`config.mk`:
```
export PLATFORM = sky130hd
export DESIGN_NAME = replay_dma_ctrl
export DESIGN_NICKNAME = d
export VERILOG_FILES = /design/src/replay_ctrl_pkg.sv /design/src/replay_dma_ctrl.sv /design/src/pin_sync.sv
export SDC_FILE = /design/constraint.sdc
export NUM_CORES = 1
export LEC_CHECK = 0
export BUFFER_PORTS_ARGS = -buffer_cell sky130_fd_sc_hd__buf_2
export CORE_MARGIN = 5
export CORE_UTILIZATION = 23
export DETAILED_ROUTE_END_ITERATION = 12
export PLACE_DENSITY = 0.37
export SLEW_MARGIN = 20
export SYNTH_ARGS = -nofsm -noshare
export SYNTH_HDL_FRONTEND = slang
export SYNTH_HIERARCHICAL = 1
export SYNTH_SLANG_ARGS = --single-unit
```
`constraint.sdc`:
```
create_clock -name core_clk -period 5.2 [get_ports core_clk]
set_clock_uncertainty 0.15 [all_clocks]
set_input_delay 0.52 -clock core_clk [delete_from_list [all_inputs] [get_ports core_clk]]
set_output_delay 0.52 -clock core_clk [all_outputs]
set_load 0.05 [all_outputs]
```
`src/replay_ctrl_pkg.sv`:
```
// Purpose: Shared constants for the replay card command, status and sequencer
// Assumes: Register indices are the printed register numbers
// Notes: Card start/stop bits are local assignments in the command word
package replay_ctrl_pkg;

  // ==========================================================================
  // Register indices
  localparam logic [15:0] CMD_IDX = 16'h0064;
  localparam logic [15:0] STAT_IDX = 16'h006e;
  localparam logic [15:0] MODE_IDX = 16'h251c;
  localparam logic [15:0] LEN_IDX = 16'h2710;
  localparam logic [15:0] LOOPS_IDX = 16'h2724;

  // ==========================================================================
  // Command word bits
  localparam int CARD_START_BIT = 2;
  localparam int CARD_STOP_BIT = 6;
  localparam int XFER_START_BIT = 16;
  localparam int XFER_WAIT_BIT = 17;
  localparam int XFER_HALT_BIT = 18;

  // ==========================================================================
  // Status word bits
  localparam int BLK_RDY_BIT = 8;
  localparam int DONE_BIT = 9;
  localparam int OVR_BIT = 10;
  localparam int ERR_BIT = 11;
  localparam int WAIT_BUSY_BIT = 12;
  localparam int WAIT_TMO_BIT = 13;
  localparam int XFER_RUN_BIT = 14;
  localparam int REPLAY_RUN_BIT = 15;

  // ==========================================================================
  // Modes, reset values, beat size and clock period
  localparam logic [31:0] MODE_SINGLE = 32'h0000_0100;
  localparam logic [31:0] MODE_RETRIG = 32'h0000_8000;
  localparam logic [31:0] MODE_RST = 32'h0000_0100;
  localparam logic [31:0] LEN_RST = 32'h0000_0010;
  localparam logic [31:0] LOOPS_RST = 32'h0000_0001;
  localparam logic [31:0] BEAT_BYTES = 32'h0000_0004;
  localparam int CLK_PERIOD_NS = 40;

  typedef enum logic [1:0] {
    ST_IDLE = 2'b00,
    ST_ARMED = 2'b01,
    ST_PLAY = 2'b10,
    ST_GAP = 2'b11
  } replay_state_t;

endpackage

```
`src/replay_dma_ctrl.sv`:
```
// Purpose: Command/status registers for host transfers and replay sequencer
// Assumes: Register port is the card's native indexed register access
// Notes: Memory datapath and DMA engine sit outside; this block steers them
// Operation
// - Command writes may combine card and transfer bits; all set bits act, except halt and card start, which transfer start and card stop override.
// - Transfer start begins the DMA for the previously defined buffer.
// - Card-to-host start before any trigger is held until the trigger.
// - Wait blocks until done or one notify chunk, limited by timeout.
// - Halt aborts a running transfer; its data counts as invalid.
// - Block-ready flag shows once at least one notify chunk is present.
// - Done flag rises at transfer end, only when notify size is zero.
// - Overrun flag shows FIFO overrun or underrun during transfers.
// - Error flag shows any internal fault during a transfer.
// - Mode register is read-write and reads back the selected mode.
// - Single-trigger mode waits one trigger, then replays per repeat count.
// - Repeat count zero runs until stopped; N replays then stops.
// - Single-trigger with count one plays memory exactly once.
// - Retrigger mode plays whole memory once per trigger, quick re-arm.
// - Retrigger count zero runs until stopped; N stops after N replays.
// - Retrigger with count one behaves like single-trigger mode.
// - Between retriggered replays the output holds the stop level.
// - Replay length is clamped to memory per enabled channel.
// - Outputs step at equidistant sample intervals, independent of host.
// - Zero notify gives one event at end; nonzero one per chunk.
`timescale 1ns/1ps
module replay_dma_ctrl #(
  parameter int ADDR_W = 24
) (
  input wire logic core_clk,
  input wire logic nrst,
  input wire logic [15:0] regAddr,
  input wire logic regWrEn,
  input wire logic [31:0] regWrData,
  input wire logic regRdEn,
  output logic [31:0] regRdData,
  output logic regRdValid,
  input wire logic acqDirection,
  input wire logic [31:0] notifyChunkBytes,
  input wire logic [31:0] xferTotalBytes,
  input wire logic xferBeat,
  input wire logic [31:0] waitTimeoutCycles,
  input wire logic [2:0] enabledChannels,
  input wire logic trigPin,
  input wire logic fifoFault,
  input wire logic internalFault,
  output logic dmaRun,
  output logic [ADDR_W-1:0] memAddr,
  output logic memRdEn,
  output logic stopLevelSel
);
  generate
    if (ADDR_W < 5 || ADDR_W > 31) begin : g_bad_width
      $error("ADDR_W out of range");
    end
  endgenerate
  // Largest replay length the memory holds for the enabled channel count
  function automatic logic [31:0] maxLen(input logic [2:0] ch);
    logic [31:0] full;
    full = 32'(1) << ADDR_W;
    case (ch)
      3'h2: maxLen = full >> 1;
      3'h4: maxLen = full >> 2;
      default: maxLen = full;
    endcase
  endfunction
  // ==========================================================================
  // Register writes
  logic [31:0] mode_r, len_r, loops_r;
  logic cmdWr, cStart, cStop, xStart, xWait, xHalt;
  assign cmdWr = regWrEn && (regAddr == replay_ctrl_pkg::CMD_IDX);
  assign cStart = cmdWr && regWrData[replay_ctrl_pkg::CARD_START_BIT];
  assign cStop = cmdWr && regWrData[replay_ctrl_pkg::CARD_STOP_BIT];
  assign xStart = cmdWr && regWrData[replay_ctrl_pkg::XFER_START_BIT];
  assign xWait = cmdWr && regWrData[replay_ctrl_pkg::XFER_WAIT_BIT];
  assign xHalt = cmdWr && regWrData[replay_ctrl_pkg::XFER_HALT_BIT];
  always_ff @(posedge core_clk or negedge nrst) begin
    if (!nrst) begin
      mode_r <= replay_ctrl_pkg::MODE_RST;
      len_r <= replay_ctrl_pkg::LEN_RST;
      loops_r <= replay_ctrl_pkg::LOOPS_RST;
    end else if (regWrEn) begin
      // Unknown mode codes are dropped so the readback stays a real mode
      if (regAddr == replay_ctrl_pkg::MODE_IDX &&
          (regWrData == replay_ctrl_pkg::MODE_SINGLE ||
           regWrData == replay_ctrl_pkg::MODE_RETRIG)) begin
        mode_r <= regWrData;
      end
      if (regAddr == replay_ctrl_pkg::LEN_IDX) begin
        len_r <= (regWrData > maxLen(enabledChannels)) ?
                 maxLen(enabledChannels) : regWrData;
      end
      if (regAddr == replay_ctrl_pkg::LOOPS_IDX) begin
        loops_r <= regWrData;
      end
    end
  end
  // ==========================================================================
  // Trigger input
  logic trigLvl, trigPrev_r, trigRise;
  pin_sync #(.WIDTH(1)) u_trig_sync (
    .core_clk(core_clk),
    .nrst(nrst),
    .pinIn(trigPin),
    .pinOut(trigLvl)
  );
  always_ff @(posedge core_clk or negedge nrst) begin
    if (!nrst) begin
      trigPrev_r <= 1'b0;
    end else begin
      trigPrev_r <= trigLvl;
    end
  end
  assign trigRise = trigLvl && !trigPrev_r;
  // ==========================================================================
  // Transfer control
  logic pend_r, trigSeen_r, lastBeat, chunkHit;
  logic [31:0] byteCnt_r, chunkCnt_r, waitCnt_r;
  logic blkRdy_r, done_r, ovr_r, err_r;
  logic waitBusy_r, waitTmo_r, waitEnd;
  assign lastBeat = dmaRun && xferBeat &&
    ({1'b0, byteCnt_r} + {1'b0, replay_ctrl_pkg::BEAT_BYTES} >=
     {1'b0, xferTotalBytes});
  assign chunkHit = dmaRun && xferBeat && (notifyChunkBytes != '0) &&
    ({1'b0, chunkCnt_r} + {1'b0, replay_ctrl_pkg::BEAT_BYTES} >=
     {1'b0, notifyChunkBytes});
  always_ff @(posedge core_clk or negedge nrst) begin
    if (!nrst) begin
      trigSeen_r <= 1'b0;
    end else if (cStart) begin
      trigSeen_r <= 1'b0;
    end else if (trigRise) begin
      trigSeen_r <= 1'b1;
    end
  end
  // Start takes priority over halt, so halt plus start in one write restarts
  always_ff @(posedge core_clk or negedge nrst) begin
    if (!nrst) begin
      dmaRun <= 1'b0;
      pend_r <= 1'b0;
    end else if (xStart) begin
      if (acqDirection && (cStart || (!trigSeen_r && !trigRise))) begin
        dmaRun <= 1'b0;
        pend_r <= 1'b1;
      end else begin
        dmaRun <= 1'b1;
        pend_r <= 1'b0;
      end
    end else if (xHalt) begin
      dmaRun <= 1'b0;
      pend_r <= 1'b0;
    end else if (pend_r && trigRise) begin
      dmaRun <= 1'b1;
      pend_r <= 1'b0;
    end else if (lastBeat) begin
      dmaRun <= 1'b0;
    end
  end
  always_ff @(posedge core_clk or negedge nrst) begin
    if (!nrst) begin
      byteCnt_r <= '0;
      chunkCnt_r <= '0;
    end else if (xStart || xHalt) begin
      byteCnt_r <= '0;
      chunkCnt_r <= '0;
    end else if (dmaRun && xferBeat) begin
      byteCnt_r <= byteCnt_r + replay_ctrl_pkg::BEAT_BYTES;
      chunkCnt_r <= chunkHit ? '0 :
                    chunkCnt_r + replay_ctrl_pkg::BEAT_BYTES;
    end
  end
  // Flags are sticky; a new start clears them, a halt clears only block-ready and done, an event wins
  always_ff @(posedge core_clk or negedge nrst) begin
    if (!nrst) begin
      blkRdy_r <= 1'b0;
      done_r <= 1'b0;
      ovr_r <= 1'b0;
      err_r <= 1'b0;
    end else begin
      blkRdy_r <= chunkHit || (blkRdy_r && !(xStart || xHalt));
      done_r <= (lastBeat && notifyChunkBytes == '0) ||
                (done_r && !(xStart || xHalt));
      ovr_r <= (dmaRun && fifoFault) || (ovr_r && !xStart);
      err_r <= (dmaRun && internalFault) || (err_r && !xStart);
    end
  end
  assign waitEnd = blkRdy_r || done_r || err_r || !(dmaRun || pend_r);
  always_ff @(posedge core_clk or negedge nrst) begin
    if (!nrst) begin
      waitBusy_r <= 1'b0;
      waitTmo_r <= 1'b0;
      waitCnt_r <= '0;
    end else if (xWait) begin
      waitBusy_r <= 1'b1;
      waitTmo_r <= 1'b0;
      waitCnt_r <= '0;
    end else if (waitBusy_r) begin
      if (waitEnd) begin
        waitBusy_r <= 1'b0;
      end else if (waitTimeoutCycles != '0 &&
                   waitCnt_r + 32'h1 >= waitTimeoutCycles) begin
        waitBusy_r <= 1'b0;
        waitTmo_r <= 1'b1;
      end else begin
        waitCnt_r <= waitCnt_r + 32'h1;
      end
    end
  end
  // ==========================================================================
  // Replay sequencer
  replay_ctrl_pkg::replay_state_t state_r, state_nxt;
  logic [31:0] loopsLeft_r, loopsLeft_nxt;
  logic [ADDR_W-1:0] addr_nxt;
  logic lastSample, retrig;
  assign retrig = (mode_r == replay_ctrl_pkg::MODE_RETRIG);
  assign lastSample = ({{(32-ADDR_W){1'b0}}, memAddr} + 32'h1 >= len_r);
  always_comb begin
    state_nxt = state_r;
    loopsLeft_nxt = loopsLeft_r;
    addr_nxt = memAddr;
    case (state_r)
      replay_ctrl_pkg::ST_IDLE: begin
        if (cStart) begin
          state_nxt = replay_ctrl_pkg::ST_ARMED;
          loopsLeft_nxt = loops_r;
        end
      end
      replay_ctrl_pkg::ST_ARMED, replay_ctrl_pkg::ST_GAP: begin
        if (trigRise) begin
          state_nxt = replay_ctrl_pkg::ST_PLAY;
          addr_nxt = '0;
        end
      end
      replay_ctrl_pkg::ST_PLAY: begin
        addr_nxt = memAddr + 1'b1;
        if (lastSample) begin
          addr_nxt = '0;
          if (loopsLeft_r == 32'h1) begin
            state_nxt = replay_ctrl_pkg::ST_IDLE;
          end else if (retrig) begin
            state_nxt = replay_ctrl_pkg::ST_GAP;
          end
          if (loopsLeft_r != '0) begin
            loopsLeft_nxt = loopsLeft_r - 32'h1;
          end
        end
      end
      default: state_nxt = replay_ctrl_pkg::ST_IDLE;
    endcase
    if (cStop) begin
      state_nxt = replay_ctrl_pkg::ST_IDLE;
    end
  end
  always_ff @(posedge core_clk or negedge nrst) begin
    if (!nrst) begin
      state_r <= replay_ctrl_pkg::ST_IDLE;
      loopsLeft_r <= '0;
      memAddr <= '0;
      memRdEn <= 1'b0;
      stopLevelSel <= 1'b1;
    end else begin
      state_r <= state_nxt;
      loopsLeft_r <= loopsLeft_nxt;
      memAddr <= addr_nxt;
      memRdEn <= (state_nxt == replay_ctrl_pkg::ST_PLAY);
      stopLevelSel <= (state_nxt != replay_ctrl_pkg::ST_PLAY);
    end
  end
  // ==========================================================================
  // Register reads
  logic [31:0] statWord;
  always_comb begin
    statWord = '0;
    statWord[replay_ctrl_pkg::BLK_RDY_BIT] = blkRdy_r;
    statWord[replay_ctrl_pkg::DONE_BIT] = done_r;
    statWord[replay_ctrl_pkg::OVR_BIT] = ovr_r;
    statWord[replay_ctrl_pkg::ERR_BIT] = err_r;
    statWord[replay_ctrl_pkg::WAIT_BUSY_BIT] = waitBusy_r;
    statWord[replay_ctrl_pkg::WAIT_TMO_BIT] = waitTmo_r;
    statWord[replay_ctrl_pkg::XFER_RUN_BIT] = dmaRun || pend_r;
    statWord[replay_ctrl_pkg::REPLAY_RUN_BIT] =
      (state_r != replay_ctrl_pkg::ST_IDLE);
  end
  // Reads only sample state; nothing else reacts to them
  always_ff @(posedge core_clk or negedge nrst) begin
    if (!nrst) begin
      regRdData <= '0;
      regRdValid <= 1'b0;
    end else begin
      regRdValid <= regRdEn;
      if (regRdEn) begin
        case (regAddr)
          replay_ctrl_pkg::STAT_IDX: regRdData <= statWord;
          replay_ctrl_pkg::MODE_IDX: regRdData <= mode_r;
          replay_ctrl_pkg::LEN_IDX: regRdData <= len_r;
          replay_ctrl_pkg::LOOPS_IDX: regRdData <= loops_r;
          default: regRdData <= '0;
        endcase
      end
    end
  end
  // ==========================================================================
  // Checks
  a_start_runs: assert property (@(posedge core_clk) disable iff (!nrst)
    xStart && !acqDirection |=> dmaRun)
    else $error("transfer start did not run");
  a_acq_pending: assert property (@(posedge core_clk) disable iff (!nrst)
    xStart && acqDirection && !trigSeen_r && !trigRise |=> !dmaRun && pend_r)
    else $error("start before trigger not held");
  a_halt_stops: assert property (@(posedge core_clk) disable iff (!nrst)
    xHalt && !xStart |=> !dmaRun && !pend_r && byteCnt_r == '0)
    else $error("halt did not stop transfer");
  a_done_notify: assert property (@(posedge core_clk) disable iff (!nrst)
    $rose(done_r) |-> $past(notifyChunkBytes) == '0)
    else $error("done flag with nonzero notify");
  a_block_ready: assert property (@(posedge core_clk) disable iff (!nrst)
    chunkHit |=> blkRdy_r)
    else $error("block ready missed");
  a_wait_ends: assert property (@(posedge core_clk) disable iff (!nrst)
    waitBusy_r && done_r && !xWait |=> !waitBusy_r)
    else $error("wait not released at done");
  a_play_steps: assert property (@(posedge core_clk) disable iff (!nrst)
    state_r == replay_ctrl_pkg::ST_PLAY && !lastSample && !cStop
    |=> memAddr == $past(memAddr) + 1'b1 && memRdEn)
    else $error("replay address did not step");
  a_single_once: assert property (@(posedge core_clk) disable iff (!nrst)
    state_r == replay_ctrl_pkg::ST_PLAY && lastSample && loopsLeft_r == 32'h1
    |=> state_r == replay_ctrl_pkg::ST_IDLE && stopLevelSel)
    else $error("count one replay did not end");
  a_gap_level: assert property (@(posedge core_clk) disable iff (!nrst)
    state_r == replay_ctrl_pkg::ST_GAP |-> stopLevelSel && !memRdEn)
    else $error("gap not at stop level");
  a_len_clamp: assert property (@(posedge core_clk) disable iff (!nrst)
    regWrEn && regAddr == replay_ctrl_pkg::LEN_IDX
    |=> len_r <= maxLen($past(enabledChannels)))
    else $error("replay length above memory");
endmodule

```
`src/pin_sync.sv`:
```
// Purpose: Three-stage synchroniser with agreement filter for pin inputs
// Assumes: Inputs are asynchronous to core_clk
// Notes: A change is taken only once stages two and three agree
`timescale 1ns/1ps
module pin_sync #(
  parameter int WIDTH = 1
) (
  input wire logic core_clk,
  input wire logic nrst,
  input wire logic [WIDTH-1:0] pinIn,
  output logic [WIDTH-1:0] pinOut
);

  logic [WIDTH-1:0] stage1_r;
  logic [WIDTH-1:0] stage2_r;
  logic [WIDTH-1:0] stage3_r;

  always_ff @(posedge core_clk or negedge nrst) begin
    if (!nrst) begin
      stage1_r <= '0;
      stage2_r <= '0;
      stage3_r <= '0;
    end else begin
      stage1_r <= pinIn;
      stage2_r <= stage1_r;
      stage3_r <= stage2_r;
    end
  end

  genvar i;
  generate
    for (i = 0; i < WIDTH; i++) begin : g_bit
      always_ff @(posedge core_clk or negedge nrst) begin
        if (!nrst) begin
          pinOut[i] <= 1'b0;
        end else if (stage2_r[i] == stage3_r[i]) begin
          pinOut[i] <= stage3_r[i];
        end
      end
    end
  endgenerate

endmodule

```
==> impl_results.rst <==
.. list-table::
   :header-rows: 1

   * - Metric
     - Value
   * - Hold-fix buffers at CTS
     - 2
   * - Sw power
     - 1.47 mW
   * - Share of the cycle needed by the critical path after routing
     - 87.4%
   * - Fraction of power spent switching nets
     - 25.7%
   * - Final-layout setup total negative slack
     - 0 ns
   * - Synthesis-to-layout area growth
     - 20.3%
   * - Number of flops mapped to enable cells by yosys
     - 0
   * - M2 GR Usage
     - 24.5%
   * - Run status
     - finished, final reports clean
   * - Maximum fanout count along the critical path
     - 7
   * - Floorplan core area
     - 79100 um^2
   * - Cells traversed along the worst timing path
     - and3_1 > nand3_1 > nor3_1 > nand4_1 > nor2_1 > xnor2_1 > ha_1 > and3_1 > a221oi_1 > o21ai_0 > o21ai_0 > o22ai_1 > or2_2
   * - # placed instances
     - 3249
   * - Per-instance average area after synthesis
     - 9.04 um^2
   * - Detailed-route via count
     - 16200
   * - Total die area
     - 85700 um^2
   * - Clk pwr share
     - 48.9%
   * - Die Height
     - 293 um
   * - Post-layout net count
     - 2526
   * - Leading cell types in the layout, fill and taps excluded
     - 291 x sky130_fd_sc_hd__dfrtp_1, 214 x sky130_fd_sc_hd__buf_2, 190 x sky130_fd_sc_hd__inv_1, 150 x sky130_fd_sc_hd__nand2_1
   * - # rows
     - 103
   * - Number of instances in the synthesized netlist
     - 2034
   * - Clock buffer depth
     - 3
   * - GRT busiest layer
     - met2
   * - Fraction of layout instances using a drive strength above 1
     - 17.0%
   * - Clock Root Buffer
     - sky130_fd_sc_hd__clkbuf_16
   * - Most common cell after layout, fill and taps aside
     - sky130_fd_sc_hd__dfrtp_1
   * - Antenna-violating nets left
     - 0
   * - Worst path required time
     - 5.54 ns
   * - Postcts setup bufs
     - 0
   * - Leakage power summed over all cells
     - 9.93 nW
   * - Largest delay share family, worst path
     - simple AND/OR/NAND/NOR gates
   * - Placer congestion estimate
     - 0.844
   * - Classification of the worst setup path
     - flop to flop
   * - Endpoint arrival time on the critical path
     - 4.88 ns
   * - Final setup violation count
     - 0
   * - Number of fill cells
     - 8477
   * - Async SR Flop Fraction
     - 100%
   * - Number of global-route vias before repair
     - 16300
   * - Detailed-route DRC error count
     - 0
   * - Clk_lat worst skew
     - 0.56 ns
   * - Tightest Hold Check Type
     - primary input to flop
   * - Wire length of the first global-routing pass
     - 101 mm
   * - TritonRoute pass-1 iters
     - 9
   * - TritonCTS clock tree
     - yes
   * - DPL Wire Length
     - 50.4 mm
   * - Number of hold violations in the final report
     - 0
   * - Peak supply drop
     - 0.185 mV
   * - Post-synthesis cell area
     - 18400 um^2
   * - Final wirelength
     - 67.0 mm
   * - Power share of the sequential group
     - 41.9%
   * - Global-route track usage on met3
     - 3.28%
   * - Relative slew slack
     - 28.4%
   * - Port Buffers
     - 215
   * - Aggregate global routing overflow
     - 0
   * - CP Buf/Inv Count
     - 0
   * - Syn nets
     - 2316
   * - Worst setup EP type
     - flop
   * - Average routed wire per standard cell
     - 20.1 um
   * - Sequential cell area fraction in the yosys report
     - 40.2%
   * - Number of max-slew violations in the final report
     - 0
   * - H-Tree Depth
     - 2
   * - Initial core utilization
     - 23.2%
   * - Power Internal
     - 4.25 mW
   * - Clock period minus final worst setup slack
     - 4.54 ns
   * - Cell area power density
     - 258 nW/um^2
   * - Ports
     - 216
   * - Utilization after layout
     - 28.0%
   * - Kind of start point of the critical path
     - flop
   * - Clock transition at the register clock pins on the worst setup and hold paths after CTS
     - 0.05 ns
   * - Worst stage delay on the critical path
     - 0.58 ns
   * - Count of cells resized by post-cts repair
     - 0
   * - Number of violations of the max-capacitance limit
     - 0
   * - Detailed Route Iter0 Violations
     - 1031
   * - Number of standard cells in the final layout excluding fillers
     - 3327
   * - Yosys synthesis warning count
     - 6
   * - Number of antenna violations at the first check in global routing
     - 6
   * - Number of buffers inserted during clock tree synthesis
     - 41
   * - Overall routing resource usage
     - 15.2%
   * - CTS sink cnt
     - 295
   * - Max Fclk
     - 220 MHz
   * - Number of register bits inferred by synthesis
     - 295
   * - Ys flop type
     - sky130_fd_sc_hd__dfrtp_1
   * - Fraction of power consumed by combinational cells
     - 9.2%
   * - Largest net degree at the start of global routing
     - 121
   * - Synth unique cells
     - 81
   * - Die X-Extent
     - 293 um
   * - Grt met1 use
     - 20.7%
   * - Detail-routed via count per cell
     - 4.86
   * - Unrepaired setup endpoints after global routing
     - false
   * - Slowest stage cell on the critical path
     - sky130_fd_sc_hd__nor3_1
   * - Transition time at the pin with the least slew margin
     - 1.07 ns
sequential cells by signal (all words and copies together), names as in the netlist, 2 cells and up:
register	flops
byteCnt_r	30
chunkCnt_r	30
len_r	32
loopsLeft_r	32
loops_r	32
memAddr	24
mode_r	32
regRdData	32
state_r	2
waitCnt_r	32
synth_stat cells (5+ instances only):
master | count | area, um^2
sky130_fd_sc_hd__a31oi_1 | 33 | 206
sky130_fd_sc_hd__clkbuf_1 | 69 | 259
sky130_fd_sc_hd__nor4_1 | 49 | 307
sky130_fd_sc_hd__and3_1 | 23 | 144
sky130_fd_sc_hd__buf_4 | 5 | 37.5
sky130_fd_sc_hd__or4_1 | 14 | 105
sky130_fd_sc_hd__xnor2_1 | 85 | 744
sky130_fd_sc_hd__nand2b_1 | 13 | 81.3
sky130_fd_sc_hd__mux2i_1 | 8 | 80.1
sky130_fd_sc_hd__a21oi_1 | 113 | 566
sky130_fd_sc_hd__and2_1 | 52 | 325
sky130_fd_sc_hd__nor2b_1 | 5 | 31.3
sky130_fd_sc_hd__nand3_1 | 83 | 415
sky130_fd_sc_hd__o22ai_1 | 47 | 294
sky130_fd_sc_hd__nor2_1 | 128 | 480
sky130_fd_sc_hd__a221oi_1 | 15 | 131
sky130_fd_sc_hd__a222oi_1 | 24 | 240
sky130_fd_sc_hd__o21ai_0 | 121 | 606
sky130_fd_sc_hd__a22o_1 | 47 | 412
sky130_fd_sc_hd__a22oi_1 | 8 | 60.1
sky130_fd_sc_hd__nor3_1 | 27 | 135
sky130_fd_sc_hd__a211oi_1 | 6 | 45.0
sky130_fd_sc_hd__xor2_1 | 48 | 420
sky130_fd_sc_hd__mux2_2 | 32 | 360
sky130_fd_sc_hd__nand2_1 | 150 | 563
sky130_fd_sc_hd__or3_1 | 42 | 263
sky130_fd_sc_hd__nor3b_1 | 6 | 45.0
sky130_fd_sc_hd__o31ai_1 | 12 | 90.1
sky130_fd_sc_hd__ha_1 | 126 | 1580
sky130_fd_sc_hd__a21o_1 | 11 | 82.6
sky130_fd_sc_hd__nand4_1 | 46 | 288
sky130_fd_sc_hd__or2_2 | 6 | 37.5
sky130_fd_sc_hd__buf_2 | 7 | 35.0
sky130_fd_sc_hd__inv_1 | 190 | 713
sky130_fd_sc_hd__dfrtp_1 | 291 | 7280
cell families (layout without fill, tap and decap cells):
group,after synthesis,in the layout,synth area share (%)
AND/OR/NAND/NOR,682,682,19.7
AO/OA/AOI/OAI,480,480,16.9
flip-flops,295,295,40.2
buffers and inverters,277,516,5.88
XOR/XNOR,133,133,6.33
adder cells (fa/ha/maj),127,127,8.63
multiplexers,40,40,2.39
other,0,4,0
area by class of cell:
class | count | area [um^2] | area share (%)
antenna | 4 | 10.0 | 0.0452
clock buffer | 68 | 1270 | 5.73
clock inverter | 4 | 56.3 | 0.254
inverter | 190 | 713 | 3.22
multi-input combinational | 1462 | 9970 | 45.1
sequential | 295 | 7390 | 33.4
tap | 1050 | 1310 | 5.94
timing repair buffer | 254 | 1410 | 6.37
metal layers:
metal  share of wire (%)  up-vias
met5               0.040        -
met4                 2.6        4
met3                 5.0       76
met2                  46      336
met1                  47     7962
li1                    -     7779
path summary, 6_finish.rpt:
| path | start | endpoint | slack, ns | cells after the start |
|---|---|---|---|---|
| min reg2reg | u_trig_sync/stage2_r | u_trig_sync/stage3_r | 0.23 | 0 |
| max | memAddr[0] | stopLevelSel | 0.66 | 13 |
| max in group asynchronous | nrst | waitCnt_r[1] | 3.25 | 3 |
| min | internalFault | err_r | 0.05 | 2 |
| max reg2reg | memAddr[0] | stopLevelSel | 0.66 | 13 |
| min in group asynchronous | nrst | loops_r[28] | 0.41 | 2 |
power groups by stage:
| stage | sequential [mW] | combinational, mW | clock, mW |
|---|---|---|---|
| after global placement | 2.44 | 0.520 | 0 |
| after detailed placement | 2.44 | 0.534 | 0 |
| final | 2.40 | 0.526 | 2.80 |
| after floorplan | 2.43 | 0.284 | 0 |
| after global routing | 2.41 | 0.604 | 2.99 |
| after CTS | 2.40 | 0.538 | 2.90 |
through the flow:
step | worst slack (ns) | hold slack [ns] | cell area [um^2] | power (mW)
CTS | 0.621 | 0.000528 | 22100 | 5.84
global route | 0.217 | 0.0143 | 22100 | 6.00
floorplan | 0.599 | 0.0744 | 18400 | 2.71
detailed placement | 0.658 | 0.229 | 20800 | 2.97
global placement | 0.743 | 0.219 | 20800 | 2.96
finish | 0.656 | 0.0461 | 22100 | 5.72
Power figures use the tool's default switching activity.
